$ cat config.mk
export PLATFORM = sky130hd
export DESIGN_NAME = csc_regs
export DESIGN_NICKNAME = d
export VERILOG_FILES = /design/src/verilog/csc_pkg.sv /design/src/verilog/csc_regs.sv
export SDC_FILE = /design/constraint.sdc
export NUM_CORES = 1
export LEC_CHECK = 0
export ABC_AREA = 1
export ABC_CLOCK_PERIOD_IN_PS = 3700
export BUFFER_PORTS_ARGS = -buffer_cell sky130_fd_sc_hd__buf_2
export CAP_MARGIN = 20
export CORE_MARGIN = 2
export CORE_UTILIZATION = 37
export CTS_CLUSTER_SIZE = 20
export DETAILED_ROUTE_END_ITERATION = 8
export GPL_ROUTABILITY_DRIVEN = 0
export PLACE_DENSITY = 0.72
export SETUP_SLACK_MARGIN = 0.02
export SYNTH_ARGS = -nofsm -noshare
export SYNTH_HDL_FRONTEND = slang
export SYNTH_SLANG_ARGS = --single-unit
export TNS_END_PERCENT = 50
$ cat constraint.sdc
create_clock -name clock_i -period 3.7 [get_ports clock_i]
set_input_delay 0.555 -clock clock_i [delete_from_list [all_inputs] [get_ports clock_i]]
set_output_delay 0.555 -clock clock_i [all_outputs]
set_load 0.1 [all_outputs]
$ cat src/verilog/csc_pkg.sv
// constants and types of the clock synthesizer configuration bank
// assumes an upstream serial port that delivers single-byte register accesses
// Notes on behaviour
// - multiplier field decodes thermometer: 1,2,4,8,16,32
// - divider field decodes thermometer: 1,2,4,8
// - oscillator frequency equals reference times M over N
// - clamp bit holds loop filter at zero
// - enable bit runs synthesizer, selects its sample clock
// - sleep bit sleeps synthesizer; bypass alone does not
package csc_pkg;

  // ----------------------------------------------------------------
  // register map
  // ----------------------------------------------------------------
  localparam int ADDR_W = 5;
  localparam int DATA_W = 8;
  localparam logic [4:0] ADDR_POWER_SYNTH_ENABLE = 5'h1A;
  localparam logic [4:0] ADDR_DAC_COARSE_GAIN = 5'h1B;
  localparam logic [4:0] ADDR_RESERVED_SLOT = 5'h1C;
  localparam logic [4:0] ADDR_SYNTH_DIVIDER_RATIO = 5'h1D;
  localparam logic [4:0] ADDR_SYNTH_LOOP_CONTROL = 5'h1E;

  localparam logic [7:0] RST_POWER_SYNTH_ENABLE = 8'h0D;
  localparam logic [7:0] RST_DAC_COARSE_GAIN = 8'hFF;
  localparam logic [7:0] RST_RESERVED_SLOT = 8'h00;
  localparam logic [7:0] RST_SYNTH_DIVIDER_RATIO = 8'h00;
  localparam logic [7:0] RST_SYNTH_LOOP_CONTROL = 8'h00;

  // ----------------------------------------------------------------
  // field positions
  // ----------------------------------------------------------------
  localparam int BIT_SYNTH_ENA = 0;
  localparam int BIT_SYNTH_SLEEP = 1;
  localparam int BIT_CLAMP = 7;
  localparam int BIT_HALVE = 6;
  localparam int GAIN_HI = 5;
  localparam int GAIN_LO = 4;
  localparam int RANGE_HI = 3;
  localparam int RANGE_LO = 0;
  localparam int MULT_HI = 7;
  localparam int MULT_LO = 3;
  localparam int DIV_HI = 2;
  localparam int DIV_LO = 0;
  localparam int CGA_HI = 7;
  localparam int CGA_LO = 4;
  localparam int CGB_HI = 3;
  localparam int CGB_LO = 0;

  localparam logic [7:0] RDATA_NONE = 8'h00;
  localparam logic [31:0] REF_FREQ_KHZ_DEFAULT = 32'h0001_86A0;

  // ----------------------------------------------------------------
  // carriers
  // ----------------------------------------------------------------
  typedef struct packed {
    logic wr;
    logic rd;
    logic [ADDR_W-1:0] addr;
    logic [DATA_W-1:0] wdata;
  } csc_req_t;

  typedef struct packed {
    logic [DATA_W-1:0] power_synth_enable;
    logic [DATA_W-1:0] dac_coarse_gain;
    logic [DATA_W-1:0] synth_divider_ratio;
    logic [DATA_W-1:0] synth_loop_control;
    logic [DATA_W-1:0] rdata;
    logic rvalid;
  } csc_state_t;

endpackage

$ cat src/verilog/csc_regs.sv
// configuration bank for the clock-multiplying synthesizer and coarse gains
// assumes single-cycle byte accesses from a serial port on the same clock
`timescale 1ns/1ps
module csc_regs #(
  parameter logic [31:0] REF_FREQ_KHZ = csc_pkg::REF_FREQ_KHZ_DEFAULT
) (
  input wire logic clock_i,
  input wire logic rst_b_i,
  input wire logic ce_i,
  input wire csc_pkg::csc_req_t req_i,
  output logic [7:0] rdata_o,
  output logic rvalid_o,
  output logic [5:0] mult_o,
  output logic mult_valid_o,
  output logic [3:0] div_o,
  output logic div_valid_o,
  output logic [31:0] osc_freq_khz_o,
  output logic loop_filter_clamp_o,
  output logic osc_halve_output_o,
  output logic [1:0] synth_gain_o,
  output logic [3:0] synth_range_o,
  output logic synth_run_o,
  output logic synth_sleep_o,
  output logic sample_clk_from_synth_o,
  output logic [3:0] coarse_gain_a_o,
  output logic [3:0] coarse_gain_b_o,
  output logic [7:0] power_ctrl_o
);
  import csc_pkg::*;

  // ----------------------------------------------------------------
  // thermometer decode
  // ----------------------------------------------------------------
  // returns {valid, number of ones}; value is 2 to that power
  function automatic logic [3:0] therm_decode(input logic [4:0] code);
    logic [2:0] ones;
    ones = 3'h0;
    for (int i = 0; i < 5; i++) begin
      ones = 3'(ones + {2'h0, code[i]});
    end
    therm_decode = {((code & 5'(code + 5'h01)) == 5'h00), ones};
  endfunction

  csc_state_t st;
  csc_state_t next_st;
  logic [3:0] m_dec;
  logic [3:0] n_dec;

  // ----------------------------------------------------------------
  // register access
  // ----------------------------------------------------------------
  always_comb begin
    next_st = st;
    next_st.rvalid = 1'b0;
    if (req_i.wr) begin
      case (req_i.addr)
        ADDR_POWER_SYNTH_ENABLE: next_st.power_synth_enable = req_i.wdata;
        ADDR_DAC_COARSE_GAIN: next_st.dac_coarse_gain = req_i.wdata;
        ADDR_SYNTH_DIVIDER_RATIO: next_st.synth_divider_ratio = req_i.wdata;
        ADDR_SYNTH_LOOP_CONTROL: next_st.synth_loop_control = req_i.wdata;
        default: begin
        end
      endcase
    end
    if (req_i.rd) begin
      next_st.rvalid = 1'b1;
      case (req_i.addr)
        ADDR_POWER_SYNTH_ENABLE: next_st.rdata = st.power_synth_enable;
        ADDR_DAC_COARSE_GAIN: next_st.rdata = st.dac_coarse_gain;
        ADDR_RESERVED_SLOT: next_st.rdata = RST_RESERVED_SLOT;
        ADDR_SYNTH_DIVIDER_RATIO: next_st.rdata = st.synth_divider_ratio;
        ADDR_SYNTH_LOOP_CONTROL: next_st.rdata = st.synth_loop_control;
        default: next_st.rdata = RDATA_NONE;
      endcase
    end
  end

  always_ff @(posedge clock_i or negedge rst_b_i) begin
    if (!rst_b_i) begin
      st.power_synth_enable <= RST_POWER_SYNTH_ENABLE;
      st.dac_coarse_gain <= RST_DAC_COARSE_GAIN;
      st.synth_divider_ratio <= RST_SYNTH_DIVIDER_RATIO;
      st.synth_loop_control <= RST_SYNTH_LOOP_CONTROL;
      st.rdata <= RDATA_NONE;
      st.rvalid <= 1'b0;
    end else if (ce_i) begin
      st <= next_st;
    end
  end

  // ----------------------------------------------------------------
  // synthesizer controls
  // ----------------------------------------------------------------
  assign m_dec = therm_decode(st.synth_divider_ratio[MULT_HI:MULT_LO]);
  assign n_dec = therm_decode({2'h0, st.synth_divider_ratio[DIV_HI:DIV_LO]});
  assign mult_valid_o = m_dec[3];
  assign div_valid_o = n_dec[3];
  assign mult_o = mult_valid_o ? 6'(6'h01 << m_dec[2:0]) : 6'h00;
  assign div_o = div_valid_o ? 4'(4'h1 << n_dec[2:0]) : 4'h0;
  // ratio is a power of two, so shifts give the exact product
  assign osc_freq_khz_o = (mult_valid_o && div_valid_o) ?
    32'((REF_FREQ_KHZ << m_dec[2:0]) >> n_dec[2:0]) : 32'h0000_0000;

  assign rdata_o = st.rdata;
  assign rvalid_o = st.rvalid;
  assign loop_filter_clamp_o = st.synth_loop_control[BIT_CLAMP];
  assign osc_halve_output_o = st.synth_loop_control[BIT_HALVE];
  assign synth_gain_o = st.synth_loop_control[GAIN_HI:GAIN_LO];
  assign synth_range_o = st.synth_loop_control[RANGE_HI:RANGE_LO];
  assign synth_sleep_o = st.power_synth_enable[BIT_SYNTH_SLEEP];
  // bypass does not force sleep; a sleeping synthesizer simply does not run
  assign synth_run_o = st.power_synth_enable[BIT_SYNTH_ENA] && !synth_sleep_o;
  assign sample_clk_from_synth_o = st.power_synth_enable[BIT_SYNTH_ENA];
  assign coarse_gain_a_o = st.dac_coarse_gain[CGA_HI:CGA_LO];
  assign coarse_gain_b_o = st.dac_coarse_gain[CGB_HI:CGB_LO];
  assign power_ctrl_o = st.power_synth_enable;
endmodule
## Word level (Yosys, flattened, before mapping)

Cells that the tools add are included.

- Register bits: 41
- Logic and storage cells: 39
- Input bits: 18
- Output and inout port bits: 80

- Bitwise gates (word level): 2
- Add/subtract/negate cells: 8
- Mux-type cells: 5
- Shift-type cells: 4
- Reduce and logical (&&, ||, !) cells: 10
- Equality and inequality tests: 4

Operators by type and width:

| cell | count |
|---|---|
| $mux 32 | 1 |
| $pmux 8 s4 | 1 |
| $shl 17x3->32 const A | 1 |
| $shr 32x3->32 | 1 |
| $eq 5x5->1 const B | 4 |
| $reduce_and 3->1 | 4 |
| $logic_not 5->1 | 2 |
| $add 2x1->3 | 2 |
| $add 3x1->3 | 2 |
| $mux 6 | 1 |
| $shl 1x3->6 const A | 1 |
| $add 5x1->5 const B | 1 |
| $and 5x5->5 | 1 |
| $add 1x1->2 | 2 |
| $add 3x1->4 const B | 1 |
| $and 3x4->4 | 1 |
| $mux 4 | 1 |
| $shl 1x3->4 const A | 1 |
| $logic_and 1x1->1 | 2 |
| $reduce_and 2->1 | 1 |
| $logic_not 1->1 | 1 |
| $mux 1 | 1 |

## Longest topological paths before layout

- Depth after elaboration: 7
- Depth in mapped cells: 13
- Gate-level depth less buffers: 13

## Worst setup path before layout

Ideal clock, no wire load.

- Kind: reg-to-output
- Start: register st[20] (netlist bit)
- End: output port osc_freq_khz_o[23]
- Slack: -0.846 ns
- Required time: 3.145 ns
- Cell stages (with the launch flop): 8
- Arrival time: 3.991 ns
- Path buffers: 0
- Cell sequence: dfrtp_1 > fa_1 > inv_1 > fa_1 > inv_1 > ha_1 > nand2_1 > nor3_1

- Word-level cells in the longest chain between the ends: 7
- Elaborated cells on any way between the ends: 11
- Those cells by class: 5 x add/sub; 2 x shift; 1 x mux; 1 x bitwise; 2 x reduce/logical

Ends and longest elaborated chain:

| item | RTL line | text |
|---|---|---|
| from (decl) | csc_regs.sv:44 | `csc_state_t st;` |
| from (signal assigned) | csc_regs.sv:87 | `st <= next_st;` |
| $add 1x1->2 | csc_regs.sv:39 | `ones = 3'(ones + {2'h0, code[i]});` |
| $add 2x1->3 | csc_regs.sv:39 |  |
| $add 3x1->3 (2 in a row) | csc_regs.sv:39 |  |
| $shl 17x3->32 | csc_regs.sv:102 | `32'((REF_FREQ_KHZ << m_dec[2:0]) >> n_dec[2:0]) : 32'h0000_0000;` |
| $shr 32x3->32 | csc_regs.sv:102 |  |
| $mux 32 (*) | csc_regs.sv:101 | `assign osc_freq_khz_o = (mult_valid_o && div_valid_o) ?` |
| to (decl) | csc_regs.sv:17 | `output logic [31:0] osc_freq_khz_o,` |

Every way passes the cells marked *; elsewhere a longest branch is shown, timed or not.

## Final worst setup path

- Start: register st[21] (netlist bit)
- End: output port osc_freq_khz_o[15]

The elaborated chain is that of the path after synthesis.

==> flow_results.org <==
** CTS
- The H-tree generated during clock tree synthesis spans 2 levels.
- Clock-pin slew was measured on the worst setup and hold paths at 0.08 ns.
- TritonCTS Sinks :: 41
- Clock tree synthesis inserted a total of 5 buffers.
- Clock tree from TritonCTS :: done
- In this run the clock root is driven by a sky130_fd_sc_hd__clkbuf_8.
- Clock latency on the worst-skew pair, taken at its later pin, is 0.29 ns.
- In this run the deepest clock path goes through 2 buffers.

** Yosys
- Xor/xnor share of the synthesized area :: 0%
- The synthesized netlist devotes 10.67% of its cell area to compound gates.
- Number of distinct library cells after synthesis :: 29
- Number of cells produced by synthesis :: 450
- The Yosys step of the flow raised 0 warnings.
- After synthesis, the largest family of logic cells by area is simple AND/OR/NAND/NOR gates.
- Post-synthesis simple-gate area fraction :: 32.72%
- Multiplexer share of the synthesized area :: 0.3208%
- Counting flops with a built-in enable in the synthesized netlist gives 0.
- After synthesis, flip-flops and latches occupy 33.32% of the total area.
- After Yosys synthesis, full adders, half adders and majority gates account for 5.934% of the synthesized area.
- In the synthesized netlist the async set-or-reset flop fraction comes to 100.0%.
- Summed instance area of the synthesized netlist :: 3120 um2
- Number of register bits inferred by synthesis :: 41
- Mean area per synthesized cell :: 6.934 um2
- The most used flip-flop cell after synthesis is sky130_fd_sc_hd__dfrtp_1.

** Floorplanning
- Core area :: 8175 um2
- After floorplanning, the core was divided into 33 placement rows.
- Number of top-level pins :: 98
- The initial utilization of the core area, before any placement, comes to 38.17%.
- Die height :: 95.84 um
- Die Width :: 95.84 um
- The die covers 9184 um2.

** Status
- Outcome :: finished, final reports clean

** Global routing
- Global-route wire length before repair :: 12450 um
- Sum of overflow across all layers after global routing :: 0
- The number of antenna violations at the first check in global routing was 0.
- Via count of the first global-routing pass :: 2701
- Entering global routing, the biggest net connects 42 pins.
- Global routing used 16.88% of the available tracks.

** Setup path
- STA classifies the critical path startpoint as a register.
- Data on the critical path is required at its endpoint by 3.14 ns.
- Worst reg2reg startpoint :: st[20]$_DFFE_PN0P_
- By startpoint and endpoint, the worst setup path is classified as register to primary output.
- Crit-path max FO :: 5
- First element of the critical path :: st[21]$_DFFE_PN0P_
- Data arrival time at the worst-slack endpoint :: 3.08 ns
- The worst setup path is captured at a primary output.

** Place
- After legalization and detailed placement, the total HPWL measured 5959 um.
- Buffers added on ports :: 87
- Before CTS, the worst setup slack after placement is 0.1698 ns.

** Route
- Summed over all nets, wire length on met3 after detailed routing comes to 495 um.
- Post-DR vias/cell :: 4.894
- After detailed routing, the total wire length is 7942 um.
- The detailed router placed 2990 vias in this run.
- Detailed router's first-iteration violation count :: 117
- Final routed DRC violation total :: 0
- Highest Signal Layer :: met4
- After detailed routing, the wire length on met1 is 3329 um.
- In the final routed layout, each cell accounts on average for 13.00 um.
- Antenna Nets Post-Route :: 0
- Summed over all nets, wire length on met2 after detailed routing comes to 4003 um.
- DRT Pass-1 Iters :: 5

** Final layout
- Total inserted antenna cells :: 0
- At the end of the flow, the number of nets in the layout was 536.
- Area added between synthesis and finish :: 31.56%
- Leading cell type in the layout, fill and taps excluded :: sky130_fd_sc_hd__nand2_1
- Most used cells in the layout excluding fill and tap cells :: 125 x sky130_fd_sc_hd__nand2_1, 65 x sky130_fd_sc_hd__buf_2, 49 x sky130_fd_sc_hd__nand3_1
- Share of post-route cells with drive strength above 1 :: 37.94%

** STA
- Count of pins over their slew limit :: 0
- Final Critical Period :: 3.631 ns
- Fin Clk Skew :: 0.002718 ns
- RSZ-0062 raised after global routing :: true
- The count of final hold-check violations was 0.
- Final setup viols :: 0
- Worst slew margin relative to its limit :: 40.49%
- Final setup slack of the worst path :: 0.06859 ns
- For the pin with the worst max-slew slack, the measured transition is 0.8860 ns.
- Static timing analysis puts the maximum clock frequency at 275.4 MHz.
- Of the available clock period, the critical path in the final layout requires 98.15%.

** Flow run
- Max-cap violations in this run came to 0.

** Min path
- The path class of the tightest hold or removal check is primary input to async pin.
[critical path, stage by stage, from the launching register on]
cell                      delay [ns]
sky130_fd_sc_hd__dfrtp_2        0.43
sky130_fd_sc_hd__fa_1           0.56
sky130_fd_sc_hd__inv_2          0.05
sky130_fd_sc_hd__fa_2           0.39
sky130_fd_sc_hd__inv_2          0.09
sky130_fd_sc_hd__ha_4           0.24
sky130_fd_sc_hd__ha_4           0.31
sky130_fd_sc_hd__nand2_2        0.09
sky130_fd_sc_hd__nand3_2        0.09
sky130_fd_sc_hd__o21ai_2        0.06
sky130_fd_sc_hd__nand2_1        0.08
sky130_fd_sc_hd__nand2_2        0.07
sky130_fd_sc_hd__nor2_4         0.12
sky130_fd_sc_hd__buf_12         0.18
[area by class of cell]
class,instances,area [um2]
well taps,105,131.4
repair buffers,98,835.8
inverters,36,140.1
flip-flops and latches,41,1042
multi-input cells,323,1869
clock inverters,3,17.52
fillers,785,4070
clock buffers,5,68.82
[final timing paths]
| path | slack, ns | cells past startpoint | end |
|---|---|---|---|
| max in group asynchronous | 2.72 | 1 | st[21]$_DFFE_PN0P_ |
| min | 0.38 | 1 | rdata_o[2]$_DFFE_PN0P_ |
| min reg2reg | 0.48 | 2 | rdata_o[0]$_DFFE_PN0P_ |
| max reg2reg | 2.54 | 6 | rdata_o[3]$_DFFE_PN0P_ |
| min in group clock_i | 0.48 | 2 | rvalid_o$_DFFE_PN0P_ |
| max | 0.07 | 13 | osc_freq_khz_o[15] |
[per-layer routing]
metal  GRT usage, %  vias to the layer above
met4          4.762                        0
met1          21.51                     1362
met5              0                        -
met2          29.55                      112
li1               -                     1499
met3          2.662                       17
[flip-flops by register name, indices dropped and copies added, names as in the netlist]
| name | cells |
|---|---|
| power_ctrl_o | 8 |
| rdata_o | 8 |
| st | 8 |
| coarse_gain_a_o | 4 |
| coarse_gain_b_o | 4 |
| synth_range_o | 4 |
| synth_gain_o | 2 |
| loop_filter_clamp_o | 1 |
| osc_halve_output_o | 1 |
| rvalid_o | 1 |
[metrics by stage]
step / hold WS, ns / TNS [ns] / std cells / instance area, um2 / utilization (%)
floorplan: 0.2594 / -2.532 / 459 / 3292 / -
global placement: 0.4570 / 0 / 598 / 3831 / 46.86
detailed placement: 0.4622 / 0 / 598 / 3831 / 46.86
CTS: 0.4038 / 0 / 608 / 3965 / 48.50
global route: 0.4558 / -0.2485 / 611 / 4105 / 50.21
finish: 0.3781 / 0 / 611 / 4105 / 50.21
[kinds of logic after synthesis]
logic type | Yosys count
and+or+nand+nor | 236
DFF | 41
adders and majority gates | 13
muxes | 1
buffers and inverters | 95
other | 1
AOI/OAI and AO/OA | 63
[cells in the mapped netlist, types with 5 or more instances]
master                     instances  area (um2)
sky130_fd_sc_hd__inv_2             9       33.78
sky130_fd_sc_hd__nand3_1          53       265.3
sky130_fd_sc_hd__o21ai_1          47       235.2
sky130_fd_sc_hd__ha_1             10       125.1
sky130_fd_sc_hd__nor2_1           28       105.1
sky130_fd_sc_hd__dfrtp_1          30       750.7
sky130_fd_sc_hd__inv_1            27       101.4
sky130_fd_sc_hd__buf_2            11       55.05
sky130_fd_sc_hd__nand2_1         138       518.0
sky130_fd_sc_hd__dfstp_2          11       289.0
sky130_fd_sc_hd__clkbuf_1          7       26.28
sky130_fd_sc_hd__buf_4            40       300.3
sky130_fd_sc_hd__o21ai_0           6       30.03
sky130_fd_sc_hd__nor3_1            5       25.02
[repair_timing]
item	4_1_cts	5_1_grt
hold endpoints to repair	0	0
setup buffers	2	3
cloned	0	0
hold buffers	0	0
setup endpoints to repair	21	20
pin swaps	1	16
resized for setup	9	35
Power is left out: the tool's default activity adds up to more than one toggle a clock period on the data nets, which glitch-free logic cannot reach.
